===== src/hdl/pmx_cfg.svh =====
`ifndef PMX_CFG_SVH
`define PMX_CFG_SVH
// ----------------------------------------------------------------
// register byte offsets
// ----------------------------------------------------------------
`define PMX_CTRL_OFF    12'h000
`define PMX_AUXFRQ_OFF  12'h004
`define PMX_AUXCFG_OFF  12'h008
`define PMX_TIMERS_OFF  12'h00c
`define PMX_STATUS_OFF  12'h010
`define PMX_RUNT_OFF    12'h014
`define PMX_RELAY_OFF   12'h028
`define PMX_ADDR_STEP   12'h004
// ----------------------------------------------------------------
// field positions, reset values and mode codes
// ----------------------------------------------------------------
`define PMX_LOOPMODE_LSB 8
`define PMX_MAINEN_BIT   16
`define PMX_HI_LSB       16
`define PMX_CTRL_RST     32'h0001_0000
`define PMX_PM_OFF       8'h00
`define PMX_PM_FIX1      8'h01
`define PMX_PM_FLT2      8'h02
`define PMX_PM_FLT3      8'h03
`define PMX_PM_FIX11     8'h0b
`define PMX_PM_FLT12     8'h0c
`define PMX_PM_FLT13     8'h0d
`define PMX_PM_LNK52     8'h34
`define PMX_PM_LNK54     8'h36
`define PMX_RELAY_MAX    20'd1000000
`define PMX_SAVE_MASK    20'hffff0
`define PMX_WIN_MULT     8'd10
// ----------------------------------------------------------------
// timing: 100 MHz clock, hour and tenth-second bases
// ----------------------------------------------------------------
`define PMX_CLK_NS       10
`define PMX_HOUR_S       64'd3600
`define PMX_HOUR_CYC     (`PMX_HOUR_S * 64'd1000000000 / `PMX_CLK_NS)
`define PMX_TENTH_NS     64'd100000000
`define PMX_TENTH_CYC    (`PMX_TENTH_NS / `PMX_CLK_NS)
`endif


===== src/hdl/pmx_pkg.sv =====
package pmx_pkg;
   // external loop decode result
   typedef struct packed {
      logic en;      // loop may run
      logic inv;     // inverse action
      logic run_ilk; // needs inverter running
      logic cmd_ilk; // needs loop-on input
   } pmx_loop_t;
   // aux drive state
   typedef enum logic [1:0] {
      PMX_AUX_OFF = 2'b01,
      PMX_AUX_ON  = 2'b10
   } pmx_aux_t;
endpackage : pmx_pkg


===== src/hdl/pmx_cnt_if.sv =====
`timescale 1ns/1ps
interface pmx_cnt_if #(parameter int W = 16);
   logic         run;    // count enable level
   logic         ld;     // load strobe
   logic [W-1:0] ld_val; // load value
   logic         clr;    // clear strobe
   logic         snap;   // round down to save granularity
   logic [W-1:0] val;    // current count
   modport ctl (output run, ld, ld_val, clr, snap, input val);
   modport cnt (input run, ld, ld_val, clr, snap, output val);
endinterface : pmx_cnt_if


===== src/hdl/pmx_counter.sv =====
`timescale 1ns/1ps
`include "pmx_cfg.svh"
module pmx_counter #(
   parameter int          W   = 16,  // counter width
   parameter bit          SAT = 0,   // saturate instead of wrap
   parameter logic [W-1:0] MAX = '1, // saturation value
   parameter longint      PRE = 1    // run cycles per count
) (
   input wire logic pclk,    // clock
   input wire logic presetn, // async reset, low
   pmx_cnt_if.cnt   p        // counter port
);
   localparam int PW = (PRE > 1) ? $clog2(PRE) : 1;
   logic [PW-1:0] pre;
   logic          step;
   // prescale: one count per PRE cycles of run
   assign step = p.run && (PRE <= 1 || pre == PW'(PRE - 1));
   always_ff @(posedge pclk or negedge presetn) begin
      if (!presetn) begin
         pre <= '0;
      end else if (p.run) begin
         pre <= step ? '0 : pre + 1'b1;
      end
   end
   // loads beat clears beat counting; the operator write always lands
   always_ff @(posedge pclk or negedge presetn) begin
      if (!presetn) begin
         p.val <= '0;
      end else if (p.ld) begin
         p.val <= p.ld_val;
      end else if (p.clr) begin
         p.val <= '0;
      end else if (p.snap) begin
         p.val <= p.val & W'(`PMX_SAVE_MASK);
      end else if (step && !(SAT && p.val >= MAX)) begin
         p.val <= p.val + 1'b1;
      end
   end
endmodule : pmx_counter


===== src/hdl/pmx_top.sv =====
`timescale 1ns/1ps
`include "pmx_cfg.svh"
module pmx_top
   import pmx_pkg::*;
#(
   parameter longint HOUR_CYC  = `PMX_HOUR_CYC,  // cycles per hour
   parameter longint TENTH_CYC = `PMX_TENTH_CYC, // cycles per 0.1 s
   parameter int     FW        = 12,             // freq width, 0.1 Hz
   parameter int     RW        = 20              // relay count width
) (
   input  wire logic        pclk,             // apb clock
   input  wire logic        presetn,          // async reset, low
   input  wire logic        psel,             // apb select
   input  wire logic        penable,          // apb enable
   input  wire logic        pwrite,           // apb direction
   input  wire logic [11:0] paddr,            // apb byte address
   input  wire logic [31:0] pwdata,           // apb write data
   output logic      [31:0] prdata,           // apb read data
   output logic             pready,           // apb ready
   output logic             pslverr,          // apb error
   input  wire logic [FW-1:0] out_freq,       // output freq, 0.1 Hz
   input  wire logic [FW-1:0] pressure_pv,    // process value
   input  wire logic        all_motors_run,   // all set motors on
   input  wire logic        add_motor_req,    // motor add start pulse
   input  wire logic        motors_decreasing,// motor removal active
   input  wire logic        gate_on,          // output gate on
   input  wire logic        dew_prevent,      // dew prevention active
   input  wire logic [3:0]  mains_run,        // motor mains outputs
   input  wire logic [2:0]  inv_drive,        // motor inverter outputs
   input  wire logic [2:0]  slave_run,        // linked slave running
   input  wire logic [7:0]  relay_out,        // relay and y outputs
   input  wire logic        power_down,       // power-off save pulse
   input  wire logic        inv_running,      // inverter running out
   input  wire logic        ext_loop1_on_cmd, // loop-on digital input
   input  wire logic        run_cmd,          // run command
   input  wire logic        decelerating,     // decelerating
   input  wire logic signed [15:0] loop_err,  // loop error in
   output logic             aux_motor_drive,  // aux motor drive
   output logic             ext_loop_run,     // ext loop running
   output logic             ext_loop_inverse, // inverse action
   output logic             integral_hold,    // hold integral term
   output logic signed [15:0] loop_err_out    // signed loop error
);
   // ----------------------------------------------------------------
   // configuration registers
   // ----------------------------------------------------------------
   logic [31:0] ctrl, auxfrq, auxcfg, timers;
   logic [7:0]  pump_mode_select;
   logic [7:0]  ext_loop1_mode_select;
   logic        main_loop_en;
   logic [FW-1:0] aux_motor_on_level, aux_motor_hysteresis_width;
   logic [FW-1:0] freq_detect_hysteresis, aux_motor_pressure_level;
   logic [15:0] contactor_restart_time, aux_motor_connect_timer;
   assign pump_mode_select      = ctrl[7:0];
   assign ext_loop1_mode_select = ctrl[`PMX_LOOPMODE_LSB +: 8];
   assign main_loop_en          = ctrl[`PMX_MAINEN_BIT];
   assign aux_motor_on_level         = auxfrq[FW-1:0];
   assign aux_motor_hysteresis_width = auxfrq[`PMX_HI_LSB +: FW];
   assign freq_detect_hysteresis     = auxcfg[FW-1:0];
   assign aux_motor_pressure_level   = auxcfg[`PMX_HI_LSB +: FW];
   assign contactor_restart_time     = timers[15:0];
   assign aux_motor_connect_timer    = timers[`PMX_HI_LSB +: 16];

   // ----------------------------------------------------------------
   // decode functions
   // ----------------------------------------------------------------
   function automatic logic is_floating(input logic [7:0] m);
      is_floating = (m == `PMX_PM_FLT2) || (m == `PMX_PM_FLT12);
   endfunction : is_floating

   function automatic logic is_cascade(input logic [7:0] m);
      is_cascade = (m == `PMX_PM_FIX1) || (m == `PMX_PM_FLT2) ||
                   (m == `PMX_PM_FLT3) || (m == `PMX_PM_FIX11) ||
                   (m == `PMX_PM_FLT12) || (m == `PMX_PM_FLT13);
   endfunction : is_cascade

   function automatic logic [RW-1:0] max3(input logic [RW-1:0] a,
                                          input logic [RW-1:0] b,
                                          input logic [RW-1:0] c);
      logic [RW-1:0] m;
      m = (a > b) ? a : b;
      max3 = (m > c) ? m : c;
   endfunction : max3

   // loop mode table: unknown codes behave as disabled
   function automatic pmx_loop_t loop_decode(input logic [7:0] m);
      loop_decode = '0;
      case (m)
         8'h01: loop_decode = 4'b1000;
         8'h02: loop_decode = 4'b1100;
         8'h0b: loop_decode = 4'b1010;
         8'h0c: loop_decode = 4'b1110;
         8'h15: loop_decode = 4'b1001;
         8'h16: loop_decode = 4'b1101;
         8'h1f: loop_decode = 4'b1011;
         8'h20: loop_decode = 4'b1111;
         default: loop_decode = '0;
      endcase
   endfunction : loop_decode

   // ----------------------------------------------------------------
   // apb decode
   // ----------------------------------------------------------------
   logic        acc, wr_en, hit_ctrl, hit_auxfrq, hit_auxcfg;
   logic        hit_timers, hit_status, hit_runt, hit_relay;
   logic [11:0] runt_rel, relay_rel;
   logic [2:0]  runt_idx;
   logic [1:0]  relay_idx;
   // access phase, answered after one wait cycle
   assign acc        = psel && penable && !pready;
   assign wr_en      = acc && pwrite;
   assign runt_rel   = paddr - `PMX_RUNT_OFF;
   assign relay_rel  = paddr - `PMX_RELAY_OFF;
   assign runt_idx   = runt_rel[4:2];
   assign relay_idx  = relay_rel[3:2];
   assign hit_ctrl   = paddr == `PMX_CTRL_OFF;
   assign hit_auxfrq = paddr == `PMX_AUXFRQ_OFF;
   assign hit_auxcfg = paddr == `PMX_AUXCFG_OFF;
   assign hit_timers = paddr == `PMX_TIMERS_OFF;
   assign hit_status = paddr == `PMX_STATUS_OFF;
   assign hit_runt   = paddr >= `PMX_RUNT_OFF && paddr < `PMX_RELAY_OFF
                       && paddr[1:0] == 2'b00;
   assign hit_relay  = paddr >= `PMX_RELAY_OFF &&
                       paddr < `PMX_RELAY_OFF + 4 * `PMX_ADDR_STEP &&
                       paddr[1:0] == 2'b00;

   // configuration writes
   always_ff @(posedge pclk or negedge presetn) begin
      if (!presetn) begin
         ctrl   <= `PMX_CTRL_RST;
         auxfrq <= '0;
         auxcfg <= '0;
         timers <= '0;
      end else if (wr_en) begin
         if (hit_ctrl)   ctrl   <= pwdata;
         if (hit_auxfrq) auxfrq <= pwdata;
         if (hit_auxcfg) auxcfg <= pwdata;
         if (hit_timers) timers <= pwdata;
      end
   end

   // ----------------------------------------------------------------
   // free-run window after a motor add
   // ----------------------------------------------------------------
   localparam int TW = (TENTH_CYC > 1) ? $clog2(TENTH_CYC) : 1;
   logic [TW-1:0] tenth_cnt;
   logic [19:0]   win_left;
   logic [15:0]   win_base;
   logic          tenth_tick, win_act;
   assign tenth_tick = tenth_cnt == TW'(TENTH_CYC - 1);
   assign win_act    = win_left != '0;
   // window length is ten times the larger timer, in 0.1 s units
   assign win_base   = (contactor_restart_time > aux_motor_connect_timer)
                       ? contactor_restart_time : aux_motor_connect_timer;
   always_ff @(posedge pclk or negedge presetn) begin
      if (!presetn) begin
         tenth_cnt <= '0;
         win_left  <= '0;
      end else begin
         tenth_cnt <= tenth_tick ? '0 : tenth_cnt + 1'b1;
         if (add_motor_req && is_floating(pump_mode_select)) begin
            win_left <= 20'(win_base) * 20'(`PMX_WIN_MULT);
         end else if (tenth_tick && win_act) begin
            win_left <= win_left - 1'b1;
         end
      end
   end

   // ----------------------------------------------------------------
   // aux motor drive
   // ----------------------------------------------------------------
   logic [FW-1:0] hyst;
   logic [FW:0]   freq_plus_hyst;
   logic          aux_allowed, lvl_on, lvl_off, win_on;
   pmx_aux_t      aux_st, next_aux_st;
   // zero width falls back to the general detect hysteresis
   assign hyst = (aux_motor_hysteresis_width == '0) ?
                 freq_detect_hysteresis : aux_motor_hysteresis_width;
   assign freq_plus_hyst = {1'b0, out_freq} + {1'b0, hyst};
   assign aux_allowed = main_loop_en &&
                        pump_mode_select != `PMX_PM_OFF &&
                        !motors_decreasing;
   assign lvl_on  = all_motors_run && aux_motor_on_level != '0 &&
                    out_freq >= aux_motor_on_level;
   assign lvl_off = freq_plus_hyst < {1'b0, aux_motor_on_level};
   // floating modes FLT2 and FLT12 judge pressure only inside the free-run window
   assign win_on  = win_act &&
                    pressure_pv < aux_motor_pressure_level;

   always_comb begin
      next_aux_st = aux_st;
      if (!aux_allowed) begin
         next_aux_st = PMX_AUX_OFF;
      end else if (is_floating(pump_mode_select)) begin
         next_aux_st = win_on ? PMX_AUX_ON : PMX_AUX_OFF;
      end else begin
         case (aux_st)
            PMX_AUX_OFF: begin
               if (lvl_on) next_aux_st = PMX_AUX_ON;
            end
            PMX_AUX_ON: begin
               if (lvl_off) next_aux_st = PMX_AUX_OFF;
            end
            default: next_aux_st = PMX_AUX_OFF;
         endcase
      end
   end

   always_ff @(posedge pclk or negedge presetn) begin
      if (!presetn) begin
         aux_st          <= PMX_AUX_OFF;
         aux_motor_drive <= 1'b0;
      end else begin
         aux_st          <= next_aux_st;
         aux_motor_drive <= next_aux_st == PMX_AUX_ON;
      end
   end

   // ----------------------------------------------------------------
   // motor run-time counters
   // ----------------------------------------------------------------
   logic       inv_ok, mode_fix, mode_flt, mode_lnk;
   logic [4:0] rt_run;
   logic [15:0] rt_val [5];
   assign inv_ok   = gate_on && !dew_prevent;
   assign mode_fix = pump_mode_select == `PMX_PM_FIX1 ||
                     pump_mode_select == `PMX_PM_FIX11;
   assign mode_flt = pump_mode_select == `PMX_PM_FLT2 ||
                     pump_mode_select == `PMX_PM_FLT3 ||
                     pump_mode_select == `PMX_PM_FLT12 ||
                     pump_mode_select == `PMX_PM_FLT13;
   assign mode_lnk = pump_mode_select == `PMX_PM_LNK52 ||
                     pump_mode_select == `PMX_PM_LNK54;
   // counter 0 is the inverter motor or the master unit
   assign rt_run[0] = (mode_fix || mode_lnk) && inv_ok;
   assign rt_run[4] = mode_fix && mains_run[3];

   generate
      for (genvar i = 0; i < 5; i++) begin : g_rt
         pmx_cnt_if #(.W(16)) rif ();
         if (i >= 1 && i <= 3) begin : g_mid
            // mains time counts even when the inverter gate is off
            assign rt_run[i] = (mode_fix && mains_run[i-1]) ||
                               (mode_flt && ((inv_drive[i-1] && inv_ok) ||
                                mains_run[i-1])) ||
                               (mode_lnk && slave_run[i-1]);
         end
         assign rif.run    = rt_run[i];
         assign rif.ld = wr_en && hit_runt && runt_idx == 3'(i);
         assign rif.ld_val = pwdata[15:0];
         assign rif.clr    = 1'b0;
         assign rif.snap   = 1'b0;
         assign rt_val[i]  = rif.val;
         pmx_counter #(.W(16), .SAT(0), .PRE(HOUR_CYC)) u_rt (
            .pclk    (pclk),
            .presetn (presetn),
            .p       (rif)
         );
      end
   endgenerate

   // ----------------------------------------------------------------
   // relay on-event counters
   // ----------------------------------------------------------------
   logic [7:0]    relay_q, relay_rise;
   logic [RW-1:0] rl_val [8];
   logic [RW-1:0] grp_val [4];
   logic [3:0]    grp_clr;
   logic [1:0]    rl_grp [8];
   assign relay_rise = relay_out & ~relay_q;
   // outputs 0-2 are transistor outs, 3 and 4 single relays, 5-7 option
   assign rl_grp = '{2'd0, 2'd0, 2'd0, 2'd1, 2'd2, 2'd3, 2'd3, 2'd3};
   assign grp_clr = {4{wr_en && hit_relay}} & (4'b0001 << relay_idx);
   always_ff @(posedge pclk or negedge presetn) begin
      if (!presetn) relay_q <= '0;
      else          relay_q <= relay_out;
   end

   generate
      for (genvar j = 0; j < 8; j++) begin : g_rl
         pmx_cnt_if #(.W(RW)) cif ();
         assign cif.run    = relay_rise[j] &&
                             is_cascade(pump_mode_select);
         assign cif.ld     = 1'b0;
         assign cif.ld_val = '0;
         assign cif.clr    = grp_clr[rl_grp[j]];
         assign cif.snap   = power_down;
         assign rl_val[j]  = cif.val;
         pmx_counter #(.W(RW), .SAT(1), .MAX(`PMX_RELAY_MAX), .PRE(1))
         u_rl (
            .pclk    (pclk),
            .presetn (presetn),
            .p       (cif)
         );
      end
   endgenerate

   // grouped outputs show the worst relay, not the total wear
   assign grp_val[0] = max3(rl_val[0], rl_val[1], rl_val[2]);
   assign grp_val[1] = rl_val[3];
   assign grp_val[2] = rl_val[4];
   assign grp_val[3] = max3(rl_val[5], rl_val[6], rl_val[7]);

   // ----------------------------------------------------------------
   // external loop enable
   // ----------------------------------------------------------------
   pmx_loop_t lp;
   logic      next_run, next_hold;
   assign lp = loop_decode(ext_loop1_mode_select);
   // the loop-on input is only meaningful once software routes it here
   assign next_run = lp.en && (!lp.run_ilk || inv_running) &&
                     (!lp.cmd_ilk || ext_loop1_on_cmd);
   // stop decel only; a setpoint-driven decel keeps integrating
   assign next_hold = lp.run_ilk && decelerating && !run_cmd;
   always_ff @(posedge pclk or negedge presetn) begin
      if (!presetn) begin
         ext_loop_run     <= 1'b0;
         ext_loop_inverse <= 1'b0;
         integral_hold    <= 1'b0;
         loop_err_out     <= '0;
      end else begin
         ext_loop_run     <= next_run;
         ext_loop_inverse <= lp.inv;
         integral_hold    <= next_hold;
         loop_err_out     <= lp.inv ? -loop_err : loop_err;
      end
   end

   // ----------------------------------------------------------------
   // apb read and answer
   // ----------------------------------------------------------------
   logic [31:0] rd_mux;
   logic        rd_hit;
   assign rd_hit = hit_ctrl || hit_auxfrq || hit_auxcfg || hit_timers ||
                   hit_status || hit_runt || hit_relay;
   // relay counts read as raw events; keypad shows 1.000 for 1000
   assign rd_mux =
      hit_ctrl   ? ctrl :
      hit_auxfrq ? auxfrq :
      hit_auxcfg ? auxcfg :
      hit_timers ? timers :
      hit_status ? {27'h0, win_act, integral_hold, ext_loop_inverse,
                    ext_loop_run, aux_motor_drive} :
      hit_runt   ? {16'h0, rt_val[runt_idx]} :
      hit_relay  ? {{(32-RW){1'b0}}, grp_val[relay_idx]} :
      32'h0000_0000;
   always_ff @(posedge pclk or negedge presetn) begin
      if (!presetn) begin
         pready  <= 1'b0;
         pslverr <= 1'b0;
         prdata  <= '0;
      end else begin
         pready  <= acc;
         pslverr <= acc && !(rd_hit && !(pwrite && hit_status));
         prdata  <= (acc && !pwrite) ? rd_mux : '0;
      end
   end
endmodule : pmx_top


===== config.mk =====
export PLATFORM = sky130hd
export DESIGN_NAME = pmx_top
export DESIGN_NICKNAME = d
export VERILOG_FILES = /design/src/hdl/pmx_pkg.sv /design/src/hdl/pmx_cnt_if.sv /design/src/hdl/pmx_counter.sv /design/src/hdl/pmx_top.sv
export VERILOG_INCLUDE_DIRS = /design/src /design/src/hdl
export SDC_FILE = /design/constraint.sdc
export NUM_CORES = 2
export LEC_CHECK = 0
export BUFFER_PORTS_ARGS = -buffer_cell sky130_fd_sc_hd__clkbuf_2
export CORE_UTILIZATION = 25
export CTS_CLUSTER_DIAMETER = 40
export DETAILED_ROUTE_END_ITERATION = 16
export GPL_ROUTABILITY_DRIVEN = 0
export GPL_TIMING_DRIVEN = 1
export SKIP_CTS_REPAIR_TIMING = 1
export SLEW_MARGIN = 20
export SYNTH_ARGS = -nofsm -noshare
export SYNTH_HDL_FRONTEND = slang
export SYNTH_SLANG_ARGS = --single-unit

===== constraint.sdc =====
create_clock -name pclk -period 14.7 [get_ports pclk]
set_input_delay 1.47 -clock pclk [delete_from_list [all_inputs] [get_ports pclk]]
set_output_delay 1.47 -clock pclk [all_outputs]
set_load 0.005 [all_outputs]

==> results.sh <==
export IMPL_die_h_um=399
export IMPL_critPathMaxFanout=17
export IMPL_setup_viol=0
export IMPL_drtPass1Iterations=6
export IMPL_via_per_inst=5.06
export IMPL_worstPathCellList="ha_1 -> nand4_1 -> or3_1 -> or3_1 -> a41o_1 -> nor2_1 -> buf_4 -> mux2i_1 -> inv_1 -> ha_1 -> nand4_1 -> or3_1 -> a211o_1 -> a41oi_1 -> nand2_1 -> a211oi_1 -> o32ai_1 -> mux2i_1 -> o22ai_1"
export IMPL_postSynthCellCount=4207
export IMPL_finalClockSkew_ns=0.0697
export IMPL_status="finished clean"
export IMPL_cts_tree="built"
export IMPL_netlist_top_cells_count="dfrtp_1, nor2_1, nand2_1"
export IMPL_fin_crit_ns=6.79
export IMPL_drt_wl_total_um=124000
export IMPL_hold_path_class="reg -> reg"
export IMPL_period_share=0.462
export IMPL_drt_iter0_markers=3070
export IMPL_yosysTopAreaCell="dfrtp_1"
export IMPL_syn_num_nets=4536
export IMPL_yosysMostFrequentCell="dfrtp_1"
export IMPL_antenna_left=0
export IMPL_design_die_area_mm2=0.160
export IMPL_antenna_found_initial=14
export IMPL_synthDistinctLibCells=91
export IMPL_power_uw=4610
export IMPL_ioPinCount=171
export IMPL_grt_pass1_vias=31638
export IMPL_end_kind="flip-flop"
export IMPL_place_area_mm2=0.0426
export IMPL_nNetsFinal=4681
export IMPL_synth_edf_count=0
export IMPL_hold_viol=0
export IMPL_port_buffers=170
export IMPL_yosysWarnings=0
export IMPL_layout_setup_ws_ns=7.91
export IMPL_cts_max_level=3
export IMPL_cts_root_buffer="clkbuf_16"
export IMPL_syn_to_final_growth_pct=17.4
export IMPL_grt_pass1_wl_um=190000
export IMPL_slowest_stage="a41oi_1"
export IMPL_critPathMaxStageDelay_ns=0.62
export IMPL_fin_area_mm2=0.0464
export IMPL_p_leak_uw=0.0206
export IMPL_row_count=145
export IMPL_ys_ff_latch=671
export IMPL_crit_path_frequent_cell="or3_1"
export IMPL_worst_setup_path_type="reg -> reg"
export IMPL_worst_pin_slew_ns=1.14
export IMPL_pre_cts_slack_ns=8.07
export IMPL_clock_fmax_ghz=0.147
export IMPL_critical_path_required_ns=15.26
export IMPL_vias=32921
export IMPL_slew_headroom=0.237
export IMPL_clk_latency_ns=0.75
export IMPL_synthFlopType="dfrtp_1"
export IMPL_grt_busiest_layer="met2"
export IMPL_startpoint_type="flip-flop"
export IMPL_clkSinkCount=671
export IMPL_cts_buffers=106
export IMPL_use_met2=0.230
export IMPL_synth_top_area_share=0.424
export IMPL_ir_worst_vdd_uv=111
export IMPL_track_usage=0.152
export IMPL_core_area_mm2=0.157
export IMPL_synthTopCellsByArea="dfrtp_1, ha_1, xnor2_1"
export IMPL_drv_slew=0
export IMPL_synth_area_per_cell_um2=9.39
export IMPL_maxCapViolations=0
export IMPL_ys_seq_area_frac=0.425
export IMPL_dp_hpwl_um=91600
export IMPL_powerDensity_mw_per_mm2=99.4
export IMPL_fillerInstances=16212
export IMPL_grt_max_degree=120
export IMPL_initial_core_util=0.252
export IMPL_rsz0062_at_grt="no"
export IMPL_synth_area_mm2=0.0395
export IMPL_wire_per_inst_um=19.0
export IMPL_overflow=0
export IMPL_cp_data_arrival_time_ns=7.35
export IMPL_route_detailed_drc=0
export IMPL_fin_tns_setup_ns=0
export IMPL_drive_gt1_frac=0.141
export IMPL_use_met1=0.208
export IMPL_die_w_um=399
export IMPL_grt_util_met3=0.0384
export IMPL_cts_buffer_depth=3
export IMPL_async_flop_share=1.00
export IMPL_path_clk_slew_ns=0.05
[metrics by stage]
step | utilization | cells | hold slack [ns]
floorplan | - | 4207 | 0.437
global placement | 0.272 | 6301 | 0.456
detailed placement | 0.272 | 6301 | 0.460
CTS | 0.296 | 6499 | 0.471
global route | 0.296 | 6502 | 0.507
finish | 0.296 | 6503 | 0.467
[final cells by class]
cell class | count | area, µm² | area share
multi-input combinational | 3159 | 21300 | 0.460
clock inverter | 76 | 941 | 0.0203
tap | 2058 | 2570 | 0.0555
antenna | 3 | 7.51 | 0.000162
clock buffer | 122 | 2790 | 0.0602
timing repair buffer | 207 | 1160 | 0.0250
inverter | 207 | 777 | 0.0168
sequential | 671 | 16800 | 0.362
[final timing paths]
path / startpoint / end / slack [ns] / cells after the start
setup / recovery: g_rl[0].u_rl.p.val[10] / prdata[1] / 7.91 / 19
hold / removal: g_rt[4].u_rt.pre[6] / g_rt[4].u_rt.pre[6] / 0.47 / 1
setup reg to reg: g_rl[0].u_rl.p.val[10] / prdata[1] / 7.91 / 19
hold reg to reg: g_rt[4].u_rt.pre[6] / g_rt[4].u_rt.pre[6] / 0.47 / 1
max in group asynchronous: presetn / loop_err_out[15] / 11.23 / 4
min in group asynchronous: presetn / tenth_cnt[16] / 0.64 / 1
[registers in the layout, summed over array words and instances, names as in the netlist, 8 cells and up]
signal / cells
loop_err_out: 16
win_left: 20
ctrl: 32
prdata: 32
timers: 32
g_rt.u_rt.p.val: 80
g_rt.u_rt.pre: 195
tenth_cnt: 24
g_rl.u_rl.p.val: 160
auxcfg: 32
relay_q: 8
auxfrq: 32
[power breakdown]
part | total, µW | switching, µW | leakage, µW | internal (µW)
clock | 2600 | 1030 | 0.00177 | 1570
sequential | 1860 | 5.21 | 0.00890 | 1860
combinational | 147 | 109 | 0.00997 | 37.8
total | 4610 | 1140 | 0.0206 | 3470
[critical path, delay by kind of cell (launching register included)]
kind	cells	cell delay, ns
compound gates	6	1.98
flops	1	0.47
fa+ha+maj	2	0.67
buf+inv	2	0.43
simple gates	7	2.59
mux	2	0.52
[layout by cell type, fill, tap and decap left out, drive strengths merged, types with 27 or more instances in the layout]
cell / netlist / layout
ha: 210 / 210
nor4: 68 / 68
o21ai: 215 / 215
xor2: 170 / 170
nand2: 384 / 384
nor2: 445 / 445
or3: 47 / 47
dfrtp: 669 / 669
nor3: 106 / 106
clkinv: 2 / 33
clkbuf: 143 / 291
xnor2: 245 / 245
a21oi: 181 / 181
nand3: 169 / 169
and4: 31 / 31
buf: 27 / 38
inv: 205 / 223
o211ai: 27 / 27
o22ai: 28 / 28
and3: 107 / 107
mux2: 144 / 144
nor2b: 39 / 39
a21o: 45 / 45
nand4: 120 / 120
[per-layer routing]
| metal | vias up | routed length [µm] |
|---|---|---|
| li1 | 15281 | - |
| met5 | - | 88 |
| met3 | 237 | 10400 |
| met2 | 1167 | 54100 |
| met1 | 16222 | 54300 |
| met4 | 14 | 4810 |
[kinds of logic (layout without fill, tap and decap cells)]
logic type	count (synthesis)	count (layout)	synth area share
DFF	671	671	0.425
other	0	3	0
and+or+nand+nor	1628	1628	0.205
buffers and inverters	377	612	0.0367
xor gates and xnor gates	415	415	0.0920
muxes	185	185	0.0565
AOI/OAI and AO/OA	718	718	0.116
adders and majority gates	213	213	0.0678
Note: power is estimated with default switching activity, not from simulation.
